`src/bert_pattern_regs.svh`:
```
// register offsets, reset value, sync match and half-word bit counts of the pattern word store
// assumes the 8-bit processor port decodes an 8-bit register address
// What this block does
// - four byte registers, low byte lowest address
// - alternating: bits 15:0 first, 31:16 second
// - first alternating word shifts bit 0 first
// - second alternating word shifts bit 16 first
// - repetitive: bit 0 upward, length setting limits
// - each word sent alternating count plus one
// - checker syncs after 32 matching bits
`ifndef BERT_PATTERN_REGS_SVH
`define BERT_PATTERN_REGS_SVH
`define PAT_BYTE0_OFS 8'h3C
`define PAT_BYTE1_OFS 8'h3D
`define PAT_BYTE2_OFS 8'h3E
`define PAT_BYTE3_OFS 8'h3F
`define PAT_BYTE_RST 8'h00
`define SYNC_MATCH_BITS 6'h20
`define HALF_WORD_BITS 5'h10
`endif

```
`src/bert_pattern_pkg.sv`:
```
// types shared by the pattern word store and its output buffer
// assumes the constants header is included by users needing offsets
package bert_pattern_pkg;
  typedef enum logic [1:0] {
    MODE_PRBS = 2'h0,
    MODE_REPEAT = 2'h1,
    MODE_ALTERNATE = 2'h3
  } pattern_mode_t;
  typedef struct packed {
    logic [7:0] addr;
    logic [7:0] wdata;
    logic wr;
    logic rd;
  } host_req_t;
  typedef struct packed {
    logic bit_val;
    logic use_store;
  } tx_bit_t;
endpackage

```
`src/bert_skid_buffer.sv`:
```
// two-entry buffer with valid/ready on both sides
// assumes one clock and an active-low asynchronous reset
`timescale 1ns/1ns
`default_nettype none
module bert_skid_buffer
(
  input wire logic mclk_in,
  input wire logic nrst_in,
  input wire bert_pattern_pkg::tx_bit_t in_data_in,
  input wire logic in_valid_in,
  output logic in_ready_out,
  output bert_pattern_pkg::tx_bit_t out_data_out,
  output logic out_valid_out,
  input wire logic out_ready_in
);
  bert_pattern_pkg::tx_bit_t mem_reg [2];
  bert_pattern_pkg::tx_bit_t mem_next [2];
  logic [1:0] count_reg;
  logic [1:0] count_next;
  logic rd_ptr_reg;
  logic rd_ptr_next;
  logic wr_ptr_reg;
  logic wr_ptr_next;
  logic push;
  logic pop;

  // full and empty are exact, so a stalled sink really stops the source
  assign in_ready_out = (count_reg != 2'h2);
  assign out_valid_out = (count_reg != 2'h0);
  assign out_data_out = mem_reg[rd_ptr_reg];
  assign push = in_valid_in && in_ready_out;
  assign pop = out_valid_out && out_ready_in;

  // pointer and occupancy update
  always_comb
  begin
    mem_next = mem_reg;
    wr_ptr_next = wr_ptr_reg;
    rd_ptr_next = rd_ptr_reg;
    count_next = count_reg;
    if (push)
    begin
      mem_next[wr_ptr_reg] = in_data_in;
      wr_ptr_next = ~wr_ptr_reg;
    end
    if (pop)
    begin
      rd_ptr_next = ~rd_ptr_reg;
    end
    if (push && !pop)
    begin
      count_next = count_reg + 2'h1;
    end
    else if (pop && !push)
    begin
      count_next = count_reg - 2'h1;
    end
  end

  // state registers
  always_ff @(posedge mclk_in or negedge nrst_in)
  begin
    if (!nrst_in)
    begin
      mem_reg[0] <= '0;
      mem_reg[1] <= '0;
      wr_ptr_reg <= 1'b0;
      rd_ptr_reg <= 1'b0;
      count_reg <= 2'h0;
    end
    else
    begin
      mem_reg <= mem_next;
      wr_ptr_reg <= wr_ptr_next;
      rd_ptr_reg <= rd_ptr_next;
      count_reg <= count_next;
    end
  end
endmodule
`default_nettype wire

```
`src/bert_pattern_word_store.sv`:
```
// pattern word store: host byte registers, pattern bit sequencer, receive sync check
// assumes host strobes are one-cycle pulses on mclk_in; rx bits arrive from a pin
`timescale 1ns/1ns
`default_nettype none
`include "bert_pattern_regs.svh"
module bert_pattern_word_store
(
  input wire logic mclk_in,
  input wire logic nrst_in,
  input wire bert_pattern_pkg::host_req_t host_req_in,
  output logic [7:0] host_rdata_out,
  output logic host_rvalid_out,
  input wire bert_pattern_pkg::pattern_mode_t mode_in,
  input wire logic [3:0] pattern_length_setting_in,
  input wire logic [7:0] alternating_repeat_count_in,
  output bert_pattern_pkg::tx_bit_t tx_bit_out,
  output logic tx_valid_out,
  input wire logic tx_ready_in,
  input wire logic rx_bit_in,
  input wire logic rx_valid_in,
  output logic rx_sync_out,
  output logic [31:0] user_pattern_bits_out
);
  logic [7:0] pattern_byte_0_reg;
  logic [7:0] pattern_byte_1_reg;
  logic [7:0] pattern_byte_2_reg;
  logic [7:0] pattern_byte_3_reg;
  logic [7:0] pattern_byte_0_next;
  logic [7:0] pattern_byte_1_next;
  logic [7:0] pattern_byte_2_next;
  logic [7:0] pattern_byte_3_next;
  logic [7:0] rdata_reg;
  logic [7:0] rdata_next;
  logic rvalid_reg;
  logic rvalid_next;
  logic [31:0] user_pattern_bits;
  logic [4:0] bit_pos_reg;
  logic [4:0] bit_pos_next;
  logic second_word_reg;
  logic second_word_next;
  logic [7:0] rep_cnt_reg;
  logic [7:0] rep_cnt_next;
  logic [4:0] last_bit;
  logic [4:0] tx_index;
  logic use_store;
  bert_pattern_pkg::tx_bit_t gen_bit;
  logic gen_ready;
  logic gen_fire;
  logic [1:0] rx_bit_sync_reg;
  logic [1:0] rx_valid_sync_reg;
  logic [1:0] rx_bit_sync_next;
  logic [1:0] rx_valid_sync_next;
  logic [4:0] rx_pos_reg;
  logic [4:0] rx_pos_next;
  logic rx_second_reg;
  logic rx_second_next;
  logic [7:0] rx_rep_reg;
  logic [7:0] rx_rep_next;
  logic [5:0] match_cnt_reg;
  logic [5:0] match_cnt_next;
  logic sync_reg;
  logic sync_next;
  logic [4:0] rx_index;
  logic expect_bit;

  // byte lanes packed into one word, byte 0 holds the low bits
  assign user_pattern_bits = {pattern_byte_3_reg, pattern_byte_2_reg,
                              pattern_byte_1_reg, pattern_byte_0_reg};
  assign user_pattern_bits_out = user_pattern_bits;
  assign host_rdata_out = rdata_reg;
  assign host_rvalid_out = rvalid_reg;
  assign rx_sync_out = sync_reg;
  // pattern only trusted once host loaded it; not checked here
  assign use_store = (mode_in != bert_pattern_pkg::MODE_PRBS);

  // host byte writes and reads; unmapped reads return zero
  always_comb
  begin
    pattern_byte_0_next = pattern_byte_0_reg;
    pattern_byte_1_next = pattern_byte_1_reg;
    pattern_byte_2_next = pattern_byte_2_reg;
    pattern_byte_3_next = pattern_byte_3_reg;
    rdata_next = rdata_reg;
    rvalid_next = host_req_in.rd;
    if (host_req_in.wr)
    begin
      unique case (host_req_in.addr)
        `PAT_BYTE0_OFS: pattern_byte_0_next = host_req_in.wdata;
        `PAT_BYTE1_OFS: pattern_byte_1_next = host_req_in.wdata;
        `PAT_BYTE2_OFS: pattern_byte_2_next = host_req_in.wdata;
        `PAT_BYTE3_OFS: pattern_byte_3_next = host_req_in.wdata;
        default: ;
      endcase
    end
    if (host_req_in.rd)
    begin
      unique case (host_req_in.addr)
        `PAT_BYTE0_OFS: rdata_next = pattern_byte_0_reg;
        `PAT_BYTE1_OFS: rdata_next = pattern_byte_1_reg;
        `PAT_BYTE2_OFS: rdata_next = pattern_byte_2_reg;
        `PAT_BYTE3_OFS: rdata_next = pattern_byte_3_reg;
        default: rdata_next = 8'h00;
      endcase
    end
  end

  always_ff @(posedge mclk_in or negedge nrst_in)
  begin
    if (!nrst_in)
    begin
      pattern_byte_0_reg <= `PAT_BYTE_RST;
      pattern_byte_1_reg <= `PAT_BYTE_RST;
      pattern_byte_2_reg <= `PAT_BYTE_RST;
      pattern_byte_3_reg <= `PAT_BYTE_RST;
      rdata_reg <= 8'h00;
      rvalid_reg <= 1'b0;
    end
    else
    begin
      pattern_byte_0_reg <= pattern_byte_0_next;
      pattern_byte_1_reg <= pattern_byte_1_next;
      pattern_byte_2_reg <= pattern_byte_2_next;
      pattern_byte_3_reg <= pattern_byte_3_next;
      rdata_reg <= rdata_next;
      rvalid_reg <= rvalid_next;
    end
  end

  // highest bit used: length setting in repeat mode, 15 per alternating half
  assign last_bit = (mode_in == bert_pattern_pkg::MODE_ALTERNATE) ?
                    `HALF_WORD_BITS - 5'h1 : {1'b0, pattern_length_setting_in};
  // second word starts at bit 16, each word lsb first
  assign tx_index = second_word_reg ? (bit_pos_reg + `HALF_WORD_BITS) : bit_pos_reg;
  assign gen_bit.bit_val = use_store ? user_pattern_bits[tx_index] : 1'b0;
  assign gen_bit.use_store = use_store;
  assign gen_fire = gen_ready && use_store;

  // transmit sequencer: walk bits, then repeat or swap words
  always_comb
  begin
    bit_pos_next = bit_pos_reg;
    second_word_next = second_word_reg;
    rep_cnt_next = rep_cnt_reg;
    if (!use_store)
    begin
      bit_pos_next = 5'h00;
      second_word_next = 1'b0;
      rep_cnt_next = 8'h00;
    end
    else if (gen_fire)
    begin
      if (bit_pos_reg >= last_bit)
      begin
        bit_pos_next = 5'h00;
        if (mode_in == bert_pattern_pkg::MODE_ALTERNATE)
        begin
          if (rep_cnt_reg >= alternating_repeat_count_in)
          begin
            rep_cnt_next = 8'h00;
            second_word_next = ~second_word_reg;
          end
          else
          begin
            rep_cnt_next = rep_cnt_reg + 8'h01;
          end
        end
      end
      else
      begin
        bit_pos_next = bit_pos_reg + 5'h01;
      end
    end
  end

  always_ff @(posedge mclk_in or negedge nrst_in)
  begin
    if (!nrst_in)
    begin
      bit_pos_reg <= 5'h00;
      second_word_reg <= 1'b0;
      rep_cnt_reg <= 8'h00;
    end
    else
    begin
      bit_pos_reg <= bit_pos_next;
      second_word_reg <= second_word_next;
      rep_cnt_reg <= rep_cnt_next;
    end
  end

  // buffer absorbs a receiver stall without losing a bit
  bert_skid_buffer u_tx_buffer
  (
    .mclk_in(mclk_in),
    .nrst_in(nrst_in),
    .in_data_in(gen_bit),
    .in_valid_in(use_store),
    .in_ready_out(gen_ready),
    .out_data_out(tx_bit_out),
    .out_valid_out(tx_valid_out),
    .out_ready_in(tx_ready_in)
  );

  // receive side: rx pins synchronised through two flops first
  assign rx_index = rx_second_reg ? (rx_pos_reg + `HALF_WORD_BITS) : rx_pos_reg;
  assign expect_bit = user_pattern_bits[rx_index];

  // expected-bit walk mirrors the generator; 32 matches declare sync
  always_comb
  begin
    rx_bit_sync_next = {rx_bit_sync_reg[0], rx_bit_in};
    rx_valid_sync_next = {rx_valid_sync_reg[0], rx_valid_in};
    rx_pos_next = rx_pos_reg;
    rx_second_next = rx_second_reg;
    rx_rep_next = rx_rep_reg;
    match_cnt_next = match_cnt_reg;
    sync_next = sync_reg;
    if (!use_store)
    begin
      rx_pos_next = 5'h00;
      rx_second_next = 1'b0;
      rx_rep_next = 8'h00;
      match_cnt_next = 6'h00;
      sync_next = 1'b0;
    end
    else if (rx_valid_sync_reg[1])
    begin
      if (rx_pos_reg >= last_bit)
      begin
        rx_pos_next = 5'h00;
        if (mode_in == bert_pattern_pkg::MODE_ALTERNATE)
        begin
          if (rx_rep_reg >= alternating_repeat_count_in)
          begin
            rx_rep_next = 8'h00;
            rx_second_next = ~rx_second_reg;
          end
          else
          begin
            rx_rep_next = rx_rep_reg + 8'h01;
          end
        end
      end
      else
      begin
        rx_pos_next = rx_pos_reg + 5'h01;
      end
      // a miss restarts the count; in hunt the walk slides by one bit
      if (rx_bit_sync_reg[1] == expect_bit)
      begin
        if (match_cnt_reg < `SYNC_MATCH_BITS)
        begin
          match_cnt_next = match_cnt_reg + 6'h01;
        end
        if (match_cnt_reg == `SYNC_MATCH_BITS - 6'h01)
        begin
          sync_next = 1'b1;
        end
      end
      else
      begin
        match_cnt_next = 6'h00;
        if (!sync_reg)
        begin
          rx_pos_next = rx_pos_reg;
          rx_second_next = rx_second_reg;
          rx_rep_next = rx_rep_reg;
        end
      end
    end
  end

  always_ff @(posedge mclk_in or negedge nrst_in)
  begin
    if (!nrst_in)
    begin
      rx_bit_sync_reg <= 2'h0;
      rx_valid_sync_reg <= 2'h0;
      rx_pos_reg <= 5'h00;
      rx_second_reg <= 1'b0;
      rx_rep_reg <= 8'h00;
      match_cnt_reg <= 6'h00;
      sync_reg <= 1'b0;
    end
    else
    begin
      rx_bit_sync_reg <= rx_bit_sync_next;
      rx_valid_sync_reg <= rx_valid_sync_next;
      rx_pos_reg <= rx_pos_next;
      rx_second_reg <= rx_second_next;
      rx_rep_reg <= rx_rep_next;
      match_cnt_reg <= match_cnt_next;
      sync_reg <= sync_next;
    end
  end
endmodule
`default_nettype wire

```
`config.mk`:
```
export PLATFORM = sky130hd
export DESIGN_NAME = bert_pattern_word_store
export DESIGN_NICKNAME = d
export VERILOG_FILES = /design/src/bert_pattern_pkg.sv /design/src/bert_skid_buffer.sv /design/src/bert_pattern_word_store.sv
export VERILOG_INCLUDE_DIRS = /design/src
export SDC_FILE = /design/constraint.sdc
export NUM_CORES = 1
export LEC_CHECK = 0
export ABC_CLOCK_PERIOD_IN_PS = 3100
export BUFFER_PORTS_ARGS = -buffer_cell sky130_fd_sc_hd__buf_2
export CAP_MARGIN = 20
export CORE_ASPECT_RATIO = 0.6
export CORE_MARGIN = 3
export CORE_UTILIZATION = 57
export CTS_CLUSTER_SIZE = 25
export DETAILED_ROUTE_END_ITERATION = 8
export PLACE_DENSITY_LB_ADDON = 0.15
export SYNTH_ARGS = -nofsm -noshare
export SYNTH_HDL_FRONTEND = slang
export SYNTH_HIERARCHICAL = 1
export SYNTH_SLANG_ARGS = --single-unit
```
`constraint.sdc`:
```
create_clock -name mclk_in -period 3.1 [get_ports mclk_in]
set_input_delay 0.31 -clock mclk_in [delete_from_list [all_inputs] [get_ports mclk_in]]
set_output_delay 0.31 -clock mclk_in [all_outputs]
set_load 0.005 [all_outputs]
```
==> impl_table.tex <==
\begin{tabular}{lr}
\hline
Metric & Value \\
\hline
\multicolumn{2}{l}{\textbf{Clock network}} \\
H-tree depth & 3 \\
Clock latency at the later pin of the worst-skew pair & about 0.35 ns \\
Clock Path Buffers & 2 \\
Number of setup buffers added after CTS & 0 \\
Clock-pin slew on the worst setup and hold paths & about 0.070 ns \\
CTS Buf Count & 9 \\
Master cell of the clock root buffer & sky130\_fd\_sc\_hd\_\_clkbuf\_16 \\
TritonCTS clock tree & built \\
Number of clock sinks & between 80 and 90 \\
\multicolumn{2}{l}{\textbf{Global routing}} \\
Wire length of the first global-routing pass & between 20000 and 25000 um \\
GRT Total Usage & 27.19\% \\
Initial antenna violation count & 0 \\
Met1 usage in global routing & 37.49\% \\
Met3 Use GR & around a tenth \\
Met2 capacity usage during global routing & 41.51\% \\
Leftover overflow at the end of global routing & 0 \\
Vias in the first global route & about 4200 \\
Layer with the highest usage after global routing & met2 \\
Pin count of the biggest net entering global routing & 50 \\
\multicolumn{2}{l}{\textbf{Placed design}} \\
GP Congestion & around 0.94 \\
IO buf count & 81 \\
Number of instances in the placed design & 642 \\
Dpl hpwl & 10010 um \\
\multicolumn{2}{l}{\textbf{Synthesis}} \\
Cell taking the most area after synthesis & sky130\_fd\_sc\_hd\_\_dfrtp\_1 \\
Simple-gate area share of the yosys netlist & 12.98\% \\
Leading register cell type out of synthesis & sky130\_fd\_sc\_hd\_\_dfrtp\_1 \\
Share of the synthesized area in compound gates (AO/OA/AOI/OAI) & $\sim$12\% \\
Portion of the post-synthesis area used by sequential elements & between 40 and 50\% \\
Post-synthesis average cell area & 11.71 um2 \\
Post-synthesis cell area & around 5300 um2 \\
Share of cell area taken by muxes after synthesis & a little over a fifth \\
Number of synthesized flops with an enable pin & 0 \\
Cell variety after synth & between 60 and 70 \\
Share of flip-flops with an asynchronous set or reset after synthesis & 100.0\% \\
Cells after Synth & 452 \\
Post-synthesis adder-cell area fraction & 6.618\% \\
Mapped Nets & slightly above 500 \\
Warnings, synthesis & 6 \\
Synthesized flop and latch total & between 80 and 90 \\
Largest family of logic cells by synthesized area & multiplexers \\
Xor-xnor portion of the synthesized cell area & under 10\% \\
Leading cell types by total area after synthesis & sky130\_fd\_sc\_hd\_\_dfrtp\_1, sky130\_fd\_sc\_hd\_\_mux4\_2, sky130\_fd\_sc\_hd\_\_mux2\_2, sky130\_fd\_sc\_hd\_\_ha\_1, sky130\_fd\_sc\_hd\_\_inv\_1 \\
Fraction of synthesized cell area taken by the top area cell type & between 40\% and 50\% \\
\multicolumn{2}{l}{\textbf{Power and ir drop}} \\
Internal portion of total power & about 2.5 mW \\
Sequential fraction of design power & 41.8\% \\
Clock network power share & about a quarter \\
Total leakage power & around 3.0 nW \\
Switching part of the total & 34.17\% \\
Worst IR drop on VDD & around 0.46 mV \\
Combinational power share & a little under a third \\
Net switching power of the design & 1.296 mW \\
Power per standard cell area & 617.2 nW/um2 \\
\multicolumn{2}{l}{\textbf{Cells and area}} \\
Filler cell count & 637 \\
Layout Cells excl Fill & 659 \\
Share of final-layout standard cells stronger than drive strength 1 & a little over a third \\
Highest-count cells in the layout ignoring fill and taps & sky130\_fd\_sc\_hd\_\_dfrtp\_1, sky130\_fd\_sc\_hd\_\_buf\_2, sky130\_fd\_sc\_hd\_\_mux2\_2 \\
Area growth syn-to-layout & 16.05\% \\
Fin nets & a little over 600 \\
Diodes inserted & 0 \\
Area of combinational cells with multiple inputs & between 2000 and 3000 um2 \\
Leading cell type in the layout, fill and taps excluded & sky130\_fd\_sc\_hd\_\_dfrtp\_1 \\
Area taken by flip-flops and latches & about 2200 um2 \\
\multicolumn{2}{l}{\textbf{STA}} \\
Pin slew with the least headroom to its limit & between 0.8 and 0.9 ns \\
\# setup viols final & 0 \\
Normalized max-slew margin & 43.01\% \\
Crit path time final & 2.831 ns \\
Clock skew after layout & around 0.011 ns \\
Number of hold violations in the final report & 0 \\
Share of the clock period used by the worst path & 91.31\% \\
Final Max Tran Viols & 0 \\
Top achievable clock speed & between 300 and 400 MHz \\
Setup repair after global routing missed its margin & false \\
Setup tns final & 0 ns \\
\multicolumn{2}{l}{\textbf{Setup path}} \\
Worst Path Class, Setup & reg -> reg \\
Worst-path maximum fanout & 10 \\
CP startpoint kind & flop \\
Arrival time worst endpoint & roughly 3 ns \\
Required time of the critical path & 3.31 ns \\
Cell breakdown of the critical path & mux4\_1 > mux2i\_1 > nor3b\_1 > nor4\_4 > mux2i\_2 > buf\_4 > o21a\_2 > a31oi\_1 \\
Worst Setup End Kind & flop \\
Max incr delay on CP & between 0.6 and 0.7 ns \\
Crit-path slowest cell & sky130\_fd\_sc\_hd\_\_mux4\_1 \\
\multicolumn{2}{l}{\textbf{Floorplan}} \\
Die Span X & approximately 130 um \\
Number of primary I/O pins & 82 \\
Chip height & between 80 and 90 um \\
Core area & a little under 9000 um2 \\
Starting utilization of the core area & 60.49\% \\
Row cnt & 26 \\
Die ar. & 10520 um2 \\
\multicolumn{2}{l}{\textbf{Route}} \\
Number of vias in the routed layout & $\sim$4100 \\
Iter 0 DRT Violations & about 400 \\
Drt wl/cell & a little over 20 um \\
Final routed wirelength across all metal layers & roughly 13000 um \\
Number of vias per cell & around 6.3 \\
Drc violations & 0 \\
Count of TritonRoute iterations in the first routing pass & 5 \\
Remaining number of nets flagged by the antenna check after routing & 0 \\
\multicolumn{2}{l}{\textbf{Flow run}} \\
Number of maximum-capacitance constraint violations & 0 \\
\multicolumn{2}{l}{\textbf{Outcome}} \\
Result of the run & completed \\
\multicolumn{2}{l}{\textbf{Min path}} \\
Worst min-delay path category & in -> reg \\
\hline
\end{tabular}
through the flow:
stage / setup WS (ns) / power, mW / util, % / instance area, um2 / hold slack, ns
2_1_floorplan: 0.4435 / 2.412 / - / 5294 / 0.01441
3_3_place_gp: 0.2625 / 2.705 / 66.94 / 5858 / 0.3433
3_5_place_dp: 0.1422 / 2.770 / 66.94 / 5858 / 0.3465
4_1_cts: 0.1180 / 3.796 / 70.19 / 6142 / 0.06384
5_1_grt: 0.08559 / 4.015 / 70.20 / 6143 / 0.06579
6_report: 0.2693 / 3.792 / 70.20 / 6143 / 0.07114
synth_stat cells, types with 9 or more instances:
cell,number
sky130_fd_sc_hd__and3_1,10
sky130_fd_sc_hd__dfrtp_1,88
sky130_fd_sc_hd__ha_1,28
sky130_fd_sc_hd__inv_1,31
sky130_fd_sc_hd__mux2_2,38
sky130_fd_sc_hd__mux4_2,23
sky130_fd_sc_hd__nand2_1,21
sky130_fd_sc_hd__nand2b_1,9
sky130_fd_sc_hd__nand3_1,17
sky130_fd_sc_hd__nor2_1,22
sky130_fd_sc_hd__nor2b_1,9
sky130_fd_sc_hd__o21ai_0,22
logic make-up (layout without fill, tap and decap cells):
group / after synthesis / after routing
and+or+nand+nor: 119 / 119
DFF: 88 / 88
AOI/OAI and AO/OA: 84 / 84
muxes: 77 / 77
buffers and inverters: 48 / 143
adders and majority gates: 28 / 28
xor gates and xnor gates: 8 / 8
power groups by stage:
stage / combinational [mW] / clock, mW / sequential [mW]
after floorplan: 0.941 / 0 / 1.47
after global placement: 1.13 / 0 / 1.58
after detailed placement: 1.18 / 0 / 1.59
after CTS: 1.19 / 1.03 / 1.57
after global routing: 1.33 / 1.08 / 1.61
final: 1.19 / 1.01 / 1.59
worst max-delay path, delay by kind of cell (launching register included):
family	cells	cell delay, ns
buffers and inverters	1	0.22
AND/OR/NAND/NOR	2	0.42
AO/OA/AOI/OAI	2	0.36
flip-flops	1	0.53
multiplexers	3	1.16
metal layers:
layer  share of wire [%]  up-vias
li1                    -     1888
met1                  44     2055
met2                  44      185
met3                  10       21
met4                 1.2        0
met5                   0        -
layout make-up:
class | count | share of cell area, %
Inverter | 32 | 1.955
Timing Repair Buffer | 95 | 8.391
Multi-Input combinational cell | 316 | 47.05
Clock buffer | 10 | 3.727
Clock inverter | 6 | 0.7332
Sequential cell | 88 | 35.87
Tap cell | 112 | 2.281
worst paths after layout:
| check | from | endpoint | slack, ns | cells after the start |
|---|---|---|---|---|
| max in group asynchronous | nrst_in | rx_pos_reg[1]$_DFFE_PN0P_ | 1.81 | 3 |
| worst max-delay path | rx_pos_reg[1]$_DFFE_PN0P_ | rx_rep_reg[3]$_DFFE_PN0P_ | 0.27 | 8 |
| worst min register to register | rx_valid_sync_reg[0]$_DFF_PN0_ | rx_valid_sync_reg[1]$_DFF_PN0_ | 0.35 | 0 |
| min in group asynchronous | nrst_in | host_rdata_out[1]$_DFFE_PN0P_ | 0.53 | 2 |
| worst min-delay path | rx_bit_in | rx_bit_sync_reg[0]$_DFF_PN0_ | 0.07 | 1 |
| worst max register to register | rx_pos_reg[1]$_DFFE_PN0P_ | rx_rep_reg[3]$_DFFE_PN0P_ | 0.27 | 8 |
what timing repair did:
action / 4_1_cts / 5_1_grt
gates resized for setup: 0 / 1
setup endpoints to repair: 0 / 8
hold buffers: 1 / 0
endpoints found under the hold margin: 9 / 0
(Power assumes the default switching activity.)
